$ cat config.mk
export PLATFORM = sky130hd
export DESIGN_NAME = cpu_clock_select_and_wait_power_control
export DESIGN_NICKNAME = d
export VERILOG_FILES = /design/src/core/clock_ctl_pkg.sv /design/src/core/cpu_clock_select_and_wait_power_control.sv
export VERILOG_INCLUDE_DIRS = /design/src /design/src/core
export SDC_FILE = /design/constraint.sdc
export NUM_CORES = 1
export LEC_CHECK = 0
export BUFFER_PORTS_ARGS = -buffer_cell sky130_fd_sc_hd__buf_2
export CORE_MARGIN = 3
export CORE_UTILIZATION = 55
export DETAILED_ROUTE_END_ITERATION = 10
export PLACE_DENSITY = 0.75
export SLEW_MARGIN = 20
export SYNTH_ARGS = -nofsm -noshare
export SYNTH_HDL_FRONTEND = slang
export SYNTH_SLANG_ARGS = --single-unit
$ cat constraint.sdc
create_clock -name mclk_i -period 4.3 [get_ports mclk_i]
set_clock_uncertainty 0.1 [all_clocks]
set_input_delay 0.645 -clock mclk_i [delete_from_list [all_inputs] [get_ports mclk_i]]
set_output_delay 0.645 -clock mclk_i [all_outputs]
set_load 0.01 [all_outputs]
$ cat src/core/clock_ctl_consts.svh
// Offsets, field positions, reset values and timing counts for the clock control block
`ifndef CLOCK_CTL_CONSTS_SVH
`define CLOCK_CTL_CONSTS_SVH
`define CC_OFF_MODE_A 5'h00
`define CC_OFF_MODE_B 5'h04
`define CC_OFF_MODE_C 5'h08
`define CC_OFF_PROC_C 5'h0C
`define CC_OFF_CMD 5'h10
`define CC_OFF_STAT 5'h14
`define CC_BIT_PSTOP 2
`define CC_BIT_DIV8 6
`define CC_BIT_OFF 0
`define CC_BIT_RLO 6
`define CC_BIT_RHI 7
`define CC_BIT_SRC 1
`define CC_BIT_WDS 2
`define CC_BIT_WAIT 0
`define CC_RST_DIV8 1'h1
`define CC_RST_RATIO 2'h0
`define CC_MASK_DIV8 4'h7
`define CC_CLK_NS 10
`define CC_ROSC_NS 1000
`define CC_ROSC_CYC (`CC_ROSC_NS / `CC_CLK_NS)
`define CC_MAIN_MUL 17'h00003
`define CC_PER_MIN 16'h0003
`define CC_PER_RST 16'h001E
`define CC_PRE_WRAP 5'h1F
`define CC_ALIGN 4'hF
`endif

$ cat src/core/clock_ctl_pkg.sv
// Types shared by the clock control block
package clock_ctl_pkg;
  typedef enum logic [2:0] {
    ST_RUN = 3'b001,
    ST_WAIT = 3'b010,
    ST_STOP = 3'b100
  } pwr_state_t;
endpackage : clock_ctl_pkg

$ cat src/core/cpu_clock_select_and_wait_power_control.sv
// What this block does
// [RL1] Main clock runs at triple oscillator rate
// [RL2] Main clock keeps running if oscillator stops
// [RL3] After reset CPU clock is main divided by eight
// [RL4] Internal oscillator off at reset, select bit starts it
// [RL5] Watchdog source bit picks internal oscillator, counts in wait if select bit has started it
// [RL6] CPU divider ratios 1, 2, 4, 8, 16
// [RL7] Divide-by-eight bit wins, else two-bit ratio field
// [RL8] Entering stop sets divide-by-eight bit
// [RL9] Peripheral clocks divide source by 1, 2, 8, 32
// [RL10] Clock-stop bit gates peripheral clocks during wait
// [RL11] Wait command enters wait mode
// [RL12] Wait stops CPU clock and usual watchdog clock
// [RL13] Main and internal oscillator keep running in wait
// [RL14] Port pins hold their state in wait
// [RL15] Reset or interrupt ends wait mode
// [RL16] Clock-stop bit limits wake to external sources
// [RL17] Interrupt wake restarts CPU clock first
// [RL18] Source and divider unchanged across wait
// [RL19] Software disables interrupts before reset-only wait
// [RL20] Software prepares wake interrupt before wait
// [RL21] Software switches only to stable sources
// [RL22] Software sets divide-by-eight before leaving internal oscillator
// [RL23] Stop mode turns off every core clock
// [RL24] All-clocks-off bit enters stop, sets divide-by-eight
// [RL25] Source and ratio changes cause no runt pulses
`timescale 1ns/1ps
`include "clock_ctl_consts.svh"
module cpu_clock_select_and_wait_power_control
  import clock_ctl_pkg::*;
(
  input wire logic mclk_i,
  input wire logic reset_i,
  input wire logic osc_input_i,
  output logic osc_output_o,
  input wire logic [4:0] avs_address_i,
  input wire logic avs_read_i,
  input wire logic avs_write_i,
  input wire logic [31:0] avs_writedata_i,
  input wire logic [3:0] avs_byteenable_i,
  output logic [31:0] avs_readdata_o,
  output logic avs_waitrequest_o,
  input wire logic irq_req_i,
  input wire logic ext_irq_req_i,
  output logic main_clk_tick_o,
  output logic ring_tick_o,
  output logic ring_on_o,
  output logic cpu_clk_en_o,
  output logic wdt_clk_en_o,
  output logic f1_o,
  output logic f2_o,
  output logic f8_o,
  output logic f32_o,
  output logic serial_clk_div_one_o,
  output logic serial_clk_div_two_o,
  output logic serial_clk_div_eight_o,
  output logic serial_clk_div_thirtytwo_o,
  output logic cpu_halt_o,
  output logic port_hold_o
);
  localparam logic [6:0] ROSC_LAST = 7'(`CC_ROSC_CYC - 1);
  localparam logic [4:0] PMASK [4] = '{5'h00, 5'h01, 5'h07, 5'h1F};

  pwr_state_t state_reg, state_next;
  logic ack_reg, ack_next;
  logic [31:0] rdata_reg, rdata_next;
  logic div8_reg, div8_next;
  logic [1:0] ratio_reg, ratio_next;
  logic pstop_reg, pstop_next;
  logic src_reg, src_next;
  logic wds_reg, wds_next;
  logic pstop_wait_reg, pstop_wait_next;
  logic req, wr_ok, run, pgate, src_tick, cpu_hit;
  logic [3:0] cfg_mask;

  logic osc_prev_reg, osc_prev_next;
  logic osc_out_reg, osc_out_next;
  logic [15:0] per_cnt_reg, per_cnt_next;
  logic [15:0] per_reg, per_next;
  logic [16:0] acc_reg, acc_next, acc_sum;
  logic main_tick_reg, main_tick_next;
  logic [6:0] ring_cnt_reg, ring_cnt_next;
  logic ring_tick_reg, ring_tick_next;
  logic [4:0] pre_reg, pre_next;
  logic src_act_reg, src_act_next;
  logic [3:0] mask_reg, mask_next;
  logic cpu_tick_reg, cpu_tick_next;
  logic wdt_tick_reg, wdt_tick_next;
  logic [3:0] fi_reg, fi_next;

  // Avalon slave: one wait cycle per access
  assign req = avs_read_i | avs_write_i;
  assign avs_waitrequest_o = req & ~ack_reg;
  assign wr_ok = avs_write_i & ack_reg & avs_byteenable_i[0];
  assign run = (state_reg == ST_RUN);
  assign avs_readdata_o = rdata_reg;

  always_comb begin
    ack_next = req & ~ack_reg;
    rdata_next = rdata_reg;
    if (avs_read_i & ~ack_reg) begin
      rdata_next = 32'h00000000;
      unique case (avs_address_i)
        `CC_OFF_MODE_A: begin
          rdata_next[`CC_BIT_DIV8] = div8_reg;
          rdata_next[`CC_BIT_PSTOP] = pstop_reg;
        end
        `CC_OFF_MODE_B: begin
          rdata_next[`CC_BIT_RHI] = ratio_reg[1];
          rdata_next[`CC_BIT_RLO] = ratio_reg[0];
          rdata_next[`CC_BIT_OFF] = (state_reg == ST_STOP);
        end
        `CC_OFF_MODE_C: rdata_next[`CC_BIT_SRC] = src_reg;
        `CC_OFF_PROC_C: rdata_next[`CC_BIT_WDS] = wds_reg;
        `CC_OFF_STAT: rdata_next = {24'h000000, mask_reg, src_act_reg, ring_on_o,
          (state_reg == ST_STOP), (state_reg == ST_WAIT)};
        default: rdata_next = 32'h00000000;
      endcase
    end
  end

  // Mode registers and power state
  always_comb begin
    state_next = state_reg;
    div8_next = div8_reg;
    ratio_next = ratio_reg;
    pstop_next = pstop_reg;
    src_next = src_reg;
    wds_next = wds_reg;
    pstop_wait_next = pstop_wait_reg;
    unique case (state_reg)
      ST_RUN: begin
        if (wr_ok) begin
          unique case (avs_address_i)
            `CC_OFF_MODE_A: begin
              div8_next = avs_writedata_i[`CC_BIT_DIV8];
              pstop_next = avs_writedata_i[`CC_BIT_PSTOP];
            end
            `CC_OFF_MODE_B: begin
              ratio_next = {avs_writedata_i[`CC_BIT_RHI], avs_writedata_i[`CC_BIT_RLO]};
              if (avs_writedata_i[`CC_BIT_OFF]) begin
                state_next = ST_STOP; // RL24
                div8_next = 1'b1; // RL8
              end
            end
            `CC_OFF_MODE_C: src_next = avs_writedata_i[`CC_BIT_SRC]; // RL4
            `CC_OFF_PROC_C: wds_next = avs_writedata_i[`CC_BIT_WDS]; // RL5
            `CC_OFF_CMD: begin
              if (avs_writedata_i[`CC_BIT_WAIT]) begin
                state_next = ST_WAIT; // RL11
                pstop_wait_next = pstop_reg; // RL10
              end
            end
            default: state_next = ST_RUN;
          endcase
        end
      end
      ST_WAIT: begin
        if (ext_irq_req_i | (irq_req_i & ~pstop_wait_reg)) begin
          state_next = ST_RUN; // RL15 RL16 RL17
        end
      end
      ST_STOP: begin
        if (ext_irq_req_i) begin
          state_next = ST_RUN;
        end
      end
    endcase
  end

  always_ff @(posedge mclk_i) begin
    if (reset_i) begin
      ack_reg <= 1'b0;
      rdata_reg <= 32'h00000000;
      state_reg <= ST_RUN;
      div8_reg <= `CC_RST_DIV8; // RL3
      ratio_reg <= `CC_RST_RATIO;
      pstop_reg <= 1'b0;
      src_reg <= 1'b0; // RL4
      wds_reg <= 1'b0;
      pstop_wait_reg <= 1'b0;
    end else begin
      ack_reg <= ack_next;
      rdata_reg <= rdata_next;
      state_reg <= state_next;
      div8_reg <= div8_next;
      ratio_reg <= ratio_next;
      pstop_reg <= pstop_next;
      src_reg <= src_next;
      wds_reg <= wds_next;
      pstop_wait_reg <= pstop_wait_next;
    end
  end

  // Ratio decode
  always_comb begin
    if (div8_reg) begin
      cfg_mask = `CC_MASK_DIV8; // RL7
    end else begin
      unique case (ratio_reg) // RL6 RL7
        2'h0: cfg_mask = 4'h0;
        2'h1: cfg_mask = 4'h1;
        2'h2: cfg_mask = 4'h3;
        2'h3: cfg_mask = 4'hF;
      endcase
    end
  end

  assign ring_on_o = (src_reg | src_act_reg) & (state_reg != ST_STOP); // RL4 RL13 RL23 RL25
  assign src_tick = src_act_reg ? ring_tick_reg : main_tick_reg;
  assign pgate = (state_reg == ST_STOP) | ((state_reg == ST_WAIT) & pstop_wait_reg); // RL10
  assign cpu_hit = src_tick & ((pre_reg[3:0] & mask_reg) == mask_reg);
  assign acc_sum = acc_reg + `CC_MAIN_MUL;

  // Clock generation
  always_comb begin
    osc_prev_next = osc_input_i;
    osc_out_next = ~osc_input_i & (state_reg != ST_STOP);
    per_cnt_next = (per_cnt_reg == 16'hFFFF) ? per_cnt_reg : per_cnt_reg + 16'h0001;
    per_next = per_reg;
    if (osc_input_i & ~osc_prev_reg) begin
      per_cnt_next = 16'h0000;
      per_next = (per_cnt_reg < `CC_PER_MIN) ? `CC_PER_MIN : per_cnt_reg + 16'h0001; // RL1
    end
    acc_next = acc_reg;
    main_tick_next = 1'b0;
    if (state_reg != ST_STOP) begin // RL2 RL23
      acc_next = acc_sum;
      if (acc_sum >= {1'b0, per_reg}) begin
        acc_next = acc_sum - {1'b0, per_reg}; // RL1
        main_tick_next = 1'b1;
      end
    end
    ring_cnt_next = 7'h00;
    ring_tick_next = 1'b0;
    if (ring_on_o) begin
      ring_cnt_next = (ring_cnt_reg == ROSC_LAST) ? 7'h00 : ring_cnt_reg + 7'h01;
      ring_tick_next = (ring_cnt_reg == ROSC_LAST);
    end
    pre_next = src_tick ? pre_reg + 5'h01 : pre_reg;
    src_act_next = src_act_reg;
    mask_next = mask_reg;
    if (src_tick & (pre_reg[3:0] == `CC_ALIGN)) begin
      mask_next = cfg_mask; // RL25
    end
    if (src_tick & (pre_reg == `CC_PRE_WRAP)) begin
      src_act_next = src_reg; // RL25
    end
    cpu_tick_next = cpu_hit & run; // RL12
    wdt_tick_next = wds_reg ? ring_tick_reg : cpu_tick_next; // RL5 RL12
  end

  generate
    for (genvar g = 0; g < 4; g++) begin : g_fi
      assign fi_next[g] = src_tick & ~pgate & ((pre_reg & PMASK[g]) == PMASK[g]); // RL9 RL10
    end
  endgenerate

  always_ff @(posedge mclk_i) begin
    if (reset_i) begin
      osc_prev_reg <= 1'b0;
      osc_out_reg <= 1'b0;
      per_cnt_reg <= 16'h0000;
      per_reg <= `CC_PER_RST;
      acc_reg <= 17'h00000;
      main_tick_reg <= 1'b0;
      ring_cnt_reg <= 7'h00;
      ring_tick_reg <= 1'b0;
      pre_reg <= 5'h00;
      src_act_reg <= 1'b0;
      mask_reg <= `CC_MASK_DIV8; // RL3
      cpu_tick_reg <= 1'b0;
      wdt_tick_reg <= 1'b0;
      fi_reg <= 4'h0;
    end else begin
      osc_prev_reg <= osc_prev_next;
      osc_out_reg <= osc_out_next;
      per_cnt_reg <= per_cnt_next;
      per_reg <= per_next;
      acc_reg <= acc_next;
      main_tick_reg <= main_tick_next;
      ring_cnt_reg <= ring_cnt_next;
      ring_tick_reg <= ring_tick_next;
      pre_reg <= pre_next;
      src_act_reg <= src_act_next;
      mask_reg <= mask_next;
      cpu_tick_reg <= cpu_tick_next;
      wdt_tick_reg <= wdt_tick_next;
      fi_reg <= fi_next;
    end
  end

  assign osc_output_o = osc_out_reg;
  assign main_clk_tick_o = main_tick_reg;
  assign ring_tick_o = ring_tick_reg;
  assign cpu_clk_en_o = cpu_tick_reg;
  assign wdt_clk_en_o = wdt_tick_reg;
  assign f1_o = fi_reg[0];
  assign f2_o = fi_reg[1];
  assign f8_o = fi_reg[2];
  assign f32_o = fi_reg[3];
  assign serial_clk_div_one_o = fi_reg[0];
  assign serial_clk_div_two_o = fi_reg[1];
  assign serial_clk_div_eight_o = fi_reg[2];
  assign serial_clk_div_thirtytwo_o = fi_reg[3];
  assign cpu_halt_o = ~run; // RL12
  assign port_hold_o = (state_reg == ST_WAIT); // RL14
endmodule : cpu_clock_select_and_wait_power_control

* Word-level counts from Yosys, hierarchy flattened *
Cells that the tools add are included.

cells by class
  add/sub/neg operators = 5
  magnitude comparators = 2
  equal/unequal tests = 25
  mux-type cells = 22
  bitwise operators = 30
  reduce and logical (&&, ||, !) cells = 15

operators with widths
  cell                                                 count
  2-to-1 mux 3 bit                                     6
  case mux 3 bit (3 select lines)                      2
  adder 17 x 2 -> 17 bit, second input constant        1
  AND 1 bit                                            17
  greater-or-equal comparator 17 x 16 -> 1 bit         1
  2-to-1 mux 17 bit                                    1
  subtractor 17 x 16 -> 17 bit                         1
  adder 16 x 1 -> 16 bit, second input constant        1
  equality test 16 bit, second input constant          1
  < comparator 16 x 2 -> 1 bit, second input constant  1
  2-to-1 mux 16 bit                                    1
  case mux 4 bit (4 select lines)                      1
  equality test 5 bit, second input constant           3
  AND reduction 3 bit                                  4
  equality test 5 x 4 -> 1 bit, second input constant  2
  inequality test 3 bit, second input constant         3
  inequality test 2 bit, second input constant         4
  NOT 1 bit                                            8
  case mux 1 bit (2 select lines)                      4
  AND reduction 4 bit                                  2
  adder 7 x 1 -> 7 bit, second input constant          1
  equality test 7 bit, second input constant           1
  equality test 3 bit, second input constant           2
  case mux 1 bit (3 select lines)                      2
  other kinds (19)                                     29

storage, ports and cells
  register bits after elaboration = 95
  bits of input ports = 48
  output and inout port bits = 49
  word-level logic and storage cells = 122

* Depth between registers and ports, before layout *
Gate-level depths: netlist (run 1).

  word-level depth = 6
  mapped depth = 17
  gate-level depth less buffers = 14

* Worst setup path after synthesis (run 1) *
OpenSTA, ideal clock, no wires.

  path type = flip-flop to flip-flop
  start point = register acc_reg[0]
  end point = register acc_reg[16]
  library setup time = 120 ps
  arrival = 3508 ps
  required time = 4080 ps
  path slack = 573 ps
  cell stages (with the launch flop) = 16
  buffers on the path = 2
  clock period less this slack = 3727 ps
  cell sequence = dfxtp_1 -> inv_1 -> ha_1 -> nand3b_2 -> or3_1 -> clkbuf_1 -> xnor2_1 -> ha_1 -> and2_1 -> nor2b_1 -> o41ai_1 -> o2111ai_2 -> or2_1 -> buf_6 -> a31o_1 -> a211o_1

between the ends
  longest elaborated chain between the ends = 3

RTL lines
  what                                                                                                 line                                                                                            RTL
  from (decl)                                                                                          cpu_clock_select_and_wait_power_control.sv:80                                                   logic [16:0] acc_reg, acc_next, acc_sum;
  from (signal assigned)                                                                               cpu_clock_select_and_wait_power_control.sv:280                                                  acc_reg <= acc_next;
  adder 17 x 2 -> 17 bit (no source line) (*)                                                          -
  subtractor 17 x 16 -> 17 bit / greater-or-equal comparator 17 x 16 -> 1 bit (equally long branches)  cpu_clock_select_and_wait_power_control.sv:230, cpu_clock_select_and_wait_power_control.sv:229
  2-to-1 mux 17 bit (*)                                                                                cpu_clock_select_and_wait_power_control.sv:229                                                  if (acc_sum >= {1'b0, per_reg}) begin

Mark *: on every way between the ends. The rest lies on a longest branch, timed or not.
A chain may end at the register's enable or synchronous reset.

* Final worst setup path (run 1) *
  start point = register acc_reg[1]
  end point = register acc_reg[4]

The elaborated chain is that of the path after synthesis.

==> impl_metrics.toml, run 1 <==
[outcome]
outcome = "finished, final reports clean"

[timing]
fin_crit_ns = 4.02
fmax_mhz = 249
finalSetupTns_ns = 0
rsz0062_at_grt = "no"
tightest_slew_ns = 0.995
finalCritPeriodShare_pct = 93.5
fin_hold_ws_ns = 0.348
hold_viol = 0
max_slew_margin_pct = 33.7
setup_viol = 0
slew_viol_final = 0

[synthesis]
synth_flop_cell = "dfxtp_1"
synth_area_leaders = "dfxtp_1 (36%), nor2_1 (5.5%), ha_1 (5.2%)"
syn_avg_cell_area_um2 = 8.23
ys_ff_latch = 95
yosys.cell_count.top_type = "dfxtp_1"
synth_common_cells = "dfxtp_1 (95), nor2_1 (78), nand2_1 (49)"
yosysSeqAreaShare_pct = 35.7
yosysTopAreaCell = "dfxtp_1"
async_flop_share_pct = 0
ys.warnings.count = 0
synth_edf_count = 0
syn_inst = 648
netlist_area_um2 = 5330
synth_top_area_share_pct = 35.7
yosysUniqueCellTypes = 66

[cts]
clk_latency_ns = 0.37
post_cts_buffers = 0
cts.root.buffer_cell = "clkbuf_8"
postCtsResizedCells = 0
cts_tree = "built"
htree_levels = 3
cts_buffers = 9
path_clk_slew_ns = 0.10
clock-sinks = 95
clk_path_buf_depth = 2
hold_buffers = 0

[critical_path]
cp_slowest_stage_delay_ns = 0.48
slowest_stage = "or3_1"
endpoint = "acc_reg[4]$_SDFFE_PP0N_"
cp_max_fo = 9
crit_path_start_kind = "flip-flop"
worstReg2RegStart = "acc_reg[1]$_SDFFE_PP0N_"
cp.arrival_ns = 4.21
critPathKind = "flip-flop to flip-flop"
r2r_end = "acc_reg[4]$_SDFFE_PP0N_"
rrSetupSlack_ns = 0.28
cp.required_ns = 4.49
path_delay_family = "simple AND/OR/NAND/NOR gates"
cp-startpoint = "acc_reg[1]$_SDFFE_PP0N_"
worstRegToRegCells = 15
cp.depth = 15
cp_cell_sequence = "inv_1, ha_1, nand3b_2, or3_1, xnor2_1, ha_1, and2_1, nor2b_1, o41ai_1, buf_4, o2111ai_2, or2_4, buf_4, mux2i_1, a211oi_1"
cp-end-kind = "flip-flop"
cp_num_buf_inv = 3

[final_layout]
nFillCells = 813
largest_reg_flops = 17
finalInstanceArea_um2 = 5760
diodes = 0
stdcell_count = 817
drive_above_1_share_pct = 12.5
areaGrowthSynthToFinish_pct = 8.05
nNetsFinal = 754

[global_routing]
grtUsageTotal_pct = 21.7
grt-ovfl-total = 0
grt_pass1_vias = 4148
grt_pass1_wl_um = 19700
antenna_found_initial = 0
grt_max_degree = 38

[detailed_routing]
wl_per_cell_um = 14.5
dr.pass1.iters = 5
vias = 4621
drt-total-wl_um = 11900
ant_nets = 0
drt_iter0_drc = 316
vias_per_cell = 5.66
drc = 0

[worst_hold_path]
holdCritPathClass = "flip-flop to flip-flop"

[power]
p_comb_share_pct = 48.9
intPower_mw = 1.93
vdd_drop_max_mv = 0.231
p_leak_nw = 2.37
power_per_cell_area_nw_per_um2 = 561
clock_power_share_pct = 18.3
p_switching_mw = 1.30
p_seq_share_pct = 32.8
power.share.switching_pct = 40.3

[place]
gp_congestion = 0.872
dp_hpwl_um = 8990
dpl_cell_area_um2 = 5560
port_buffers = 42
place_inst = 801

[floorplanning]
die_y_um = 104
die-area_um2 = 10900
core_um2 = 9330
dieWidth_um = 104
boundaryPins = 97
initial_utilization_pct = 57.2
placementRows = 35

[job]
drv_cap = 0
kinds of logic (layout without fill, tap and decap cells):
kind of cell,after synthesis,after routing,synth area share [%]
buffers and inverters,85,102,8.31
other,1,24,0.0703
and+or+nand+nor,243,243,22.6
xor gates and xnor gates,47,47,7.72
AOI/OAI and AO/OA,138,138,17.0
DFF,95,95,35.7
adders and majority gates,23,23,5.54
muxes,16,16,3.05
final cells by class:
cell class	instances	area, µm²	area share (%)
Clock buffer	10	138	2.39
Clock inverter	6	63.8	1.11
Inverter	32	120	2.08
Multi-Input combinational cell	491	3080	53.4
Sequential cell	95	1900	33.0
Tap cell	129	161	2.80
Timing Repair Buffer	54	300	5.21
worst min path at each step:
stage,cells after the start,to,start
floorplan,1,ring_cnt_reg[0]$_SDFF_PP0_,ring_cnt_reg[0]$_SDFF_PP0_
global placement,1,ring_cnt_reg[0]$_SDFF_PP0_,ring_cnt_reg[0]$_SDFF_PP0_
detailed placement,1,ring_cnt_reg[0]$_SDFF_PP0_,ring_cnt_reg[0]$_SDFF_PP0_
CTS,2,osc_output_o$_SDFF_PP0_,osc_input_i
global route,2,osc_output_o$_SDFF_PP0_,osc_input_i
finish,1,ring_cnt_reg[0]$_SDFF_PP0_,ring_cnt_reg[0]$_SDFF_PP0_
power groups by stage:
stage	combinational, mW	clock (mW)	sequential (mW)
global route	1.72	0.634	1.07
CTS	1.54	0.604	1.06
floorplan	1.20	0	1.07
finish	1.58	0.590	1.06
detailed placement	1.53	0	1.08
global placement	1.48	0	1.08
cell usage in the layout (no fill, tap or decap), types with 8 or more instances in the layout:
master / Yosys / routed
dfxtp_1: 95 / 95
nor2_1: 78 / 78
nand2_1: 49 / 49
a21oi_1: 47 / 47
buf_2: 0 / 42
inv_1: 31 / 31
xnor2_1: 27 / 27
conb_1: 1 / 24
ha_1: 22 / 22
xor2_1: 20 / 20
nand3_1: 19 / 19
nor3_1: 18 / 18
o22ai_1: 15 / 15
mux2i_1: 14 / 14
o21ai_0: 14 / 14
buf_4: 28 / 12
nand4_1: 10 / 10
and3_1: 10 / 10
clkbuf_8: 0 / 10
a211oi_1: 9 / 9
nand2b_1: 8 / 8
nor2b_1: 8 / 8
and2_1: 8 / 8
routing by layer:
metal / global-route usage, % / up-vias / routed length [µm]
li1: - / 2301 / -
met2: 35.6 / 145 / 5610
met1: 29.6 / 2166 / 5570
met4: 6.84 / 0 / 123
met5: 0 / - / 0
met3: 2.98 / 9 / 578
stage by stage:
stage	util, %	power, mW	setup slack, ns
after floorplan	-	2.27	0.573
after global placement	59.6	2.55	0.324
after detailed placement	59.6	2.61	0.214
after CTS	61.7	3.20	0.205
after global routing	61.8	3.43	0.0416
final	61.8	3.23	0.278
Power figures use the tool's default switching activity.
==> run 2, diff against run 1 <==
--- a/config.mk
+++ b/config.mk
@@ -8,9 +8,9 @@
 export LEC_CHECK = 0
 export BUFFER_PORTS_ARGS = -buffer_cell sky130_fd_sc_hd__buf_2
 export CORE_MARGIN = 3
-export CORE_UTILIZATION = 55
+export CORE_UTILIZATION = 40
 export DETAILED_ROUTE_END_ITERATION = 10
-export PLACE_DENSITY = 0.75
+export PLACE_DENSITY = 0.57
 export SLEW_MARGIN = 20
 export SYNTH_ARGS = -nofsm -noshare
 export SYNTH_HDL_FRONTEND = slang
==> run 2 against run 1 <==
Effect of this change: non-clock buffer count fell by 1; via count fell by 3.3%; worst setup slack improved by 0.026 ns; critical path depth did not move; final area rose by 3.1%; critical endpoint is now acc_reg[5]$_SDFFE_PP0N_; critical path type unchanged; global-route usage fell by 4.7 points; combinational power barely moved; count of clock-buffer cells in the layout rose by 4; largest cell class unchanged.
==> impl_metrics.toml, run 2 (synthesis gave the netlist of run 1 again) <==
[final_layout]
register_area_um2 = 1900
drive_above_1_share_pct = 12.4
nNetsFinal = 753
final_util_pct = 46.3
multi_input_area_um2 = 3080
finalInstanceArea_um2 = 5940
largest_reg_flops = 17
areaGrowthSynthToFinish_pct = 11.4
nFillCells = 1302
final_common_cell = "dfxtp_1"
stdcell_count = 859
diodes = 0
mostFrequentLayoutCells = "dfxtp_1 (95), nor2_1 (78), nand2_1 (49)"

[detailed_routing]
drt_iter0_drc = 226
drc = 0
drt-total-wl_um = 12400
ant_nets = 0
met1Wirelength_um = 6140
wl_met2_um = 5530
top_layer_used = "met4"
dr.pass1.iters = 6
vias = 4470
wl_met3_um = 553
vias_per_cell = 5.20
wl_per_cell_um = 14.4

[power]
power_per_cell_area_nw_per_um2 = 589
p_leak_nw = 2.42
power_mw = 3.50
vdd_drop_max_mv = 0.348

[critical_path]
cpMostUsedCell = "ha_1"
cp_cell_sequence = "inv_1, ha_1, nand3b_2, or3_4, xnor2_1, ha_1, and2_1, nor2b_1, o41ai_1, buf_4, o2111ai_2, or2_4, buf_12, o21a_1, o32ai_1"
worstReg2RegStart = "acc_reg[1]$_SDFFE_PP0N_"
cp-end-kind = "flip-flop"
worstRegToRegCells = 15
rrSetupSlack_ns = 0.30
cp.arrival_ns = 4.15
cp.required_ns = 4.46
crit_path_start_kind = "flip-flop"
cp_slowest_stage_delay_ns = 0.46
critPathKind = "flip-flop to flip-flop"
slowest_stage = "or3_4"
r2r_end = "acc_reg[5]$_SDFFE_PP0N_"
cp_max_fo = 7

[job]
drv_cap = 0

[timing]
max_slew_margin_pct = 34.7
setup_viol = 0
slew_viol_final = 0
tightest_slew_ns = 0.979
finalCritPeriodShare_pct = 92.9
rsz0062_at_grt = "no"
hold_viol = 0
fmax_mhz = 250
fin_crit_ns = 4.00
finalSetupTns_ns = 0

[cts]
clock-sinks = 95
clk_path_buf_depth = 2
cts_tree = "built"
path_clk_slew_ns = 0.06
cts.root.buffer_cell = "clkbuf_16"
clk_latency_ns = 0.35
htree_levels = 3
hold_buffers = 0
cts_buffers = 9

[worst_hold_path]
hold_start = "ring_cnt_reg[0]$_SDFF_PP0_"
min_to = "ring_cnt_reg[0]$_SDFF_PP0_"
holdPathStages = 1
holdCritPathClass = "flip-flop to flip-flop"

[global_routing]
grt_max_degree = 38
antenna_found_initial = 0
grt_pass1_wl_um = 19900
grt-ovfl-total = 0
grt_pass1_vias = 4106
grtUsageTotal_pct = 17.0

[place]
port_buffers = 42
gp_congestion = 0.871
place_inst = 843
dpl_cell_area_um2 = 5620
dp_hpwl_um = 9390

[outcome]
outcome = "finished, final reports clean"

[floorplanning]
die_y_um = 121
boundaryPins = 97
placementRows = 41
dieWidth_um = 121
initial_utilization_pct = 41.6
die-area_um2 = 14800
core_um2 = 12800
run 2: cell types whose count changed in the layout (fill, tap and decap cells not counted), sizes merged:
cell	before	now
clkbuf	10	14
buf	54	53
clkinv	2	0
bufinv	0	1
inv	35	32
run 2: worst max path at each step:
stage,slack [ns],from,to
after global routing,0.01,acc_reg[1]$_SDFFE_PP0N_,acc_reg[12]$_SDFFE_PP0N_
after floorplan,0.57,acc_reg[0]$_SDFFE_PP0N_,acc_reg[16]$_SDFFE_PP0N_
after detailed placement,0.17,acc_reg[1]$_SDFFE_PP0N_,acc_reg[5]$_SDFFE_PP0N_
after CTS,0.14,acc_reg[1]$_SDFFE_PP0N_,acc_reg[5]$_SDFFE_PP0N_
final,0.30,acc_reg[1]$_SDFFE_PP0N_,acc_reg[5]$_SDFFE_PP0N_
after global placement,0.21,acc_reg[1]$_SDFFE_PP0N_,acc_reg[12]$_SDFFE_PP0N_
run 2: critical path, delay by kind of cell (launching register included):
| family | cells | cell delay (ns) |
|---|---|---|
| AND/OR/NAND/NOR | 5 | 1.41 |
| AO/OA/AOI/OAI | 4 | 0.77 |
| adder cells (fa/ha/maj) | 2 | 0.56 |
| buffers and inverters | 3 | 0.39 |
| flip-flops | 1 | 0.37 |
| XOR/XNOR | 1 | 0.29 |
run 2: area by class of cell:
type                            instances  share of cell area (%)
Timing Repair Buffer                   53                    5.14
Tap cell                              172                    3.62
Multi-Input combinational cell        491                    51.9
Inverter                               32                    2.02
Clock buffer                           14                    4.61
Sequential cell                        95                    32.0
Clock inverter                          2                   0.632
run 2: what timing repair did:
item | 4_1_cts | 5_1_grt
setup endpoints to repair | 0 | 12
gates resized for setup | 0 | 3
setup buffers | 0 | 0
run 2: metal layers:
metal / vias to the layer above / track usage (%)
li1: 2294 / -
met1: 2072 / 23.8
met2: 94 / 26.3
met3: 10 / 4.38
met4: 0 / 3.92
met5: - / 0
run 2: where the power goes:
part	switching, mW	total [mW]	leakage (nW)	internal (mW)
combinational	0.882	1.61	1.50	0.732
sequential	0.0929	1.06	0.774	0.971
clock	0.320	0.819	0.149	0.498
run 2: through the flow:
step	hold WS, ns	worst slack, ns
after global routing	0.379	0.0145
after detailed placement	0.335	0.173
after CTS	0.347	0.142
after floorplan	0.313	0.573
after global placement	0.332	0.208
final	0.344	0.304
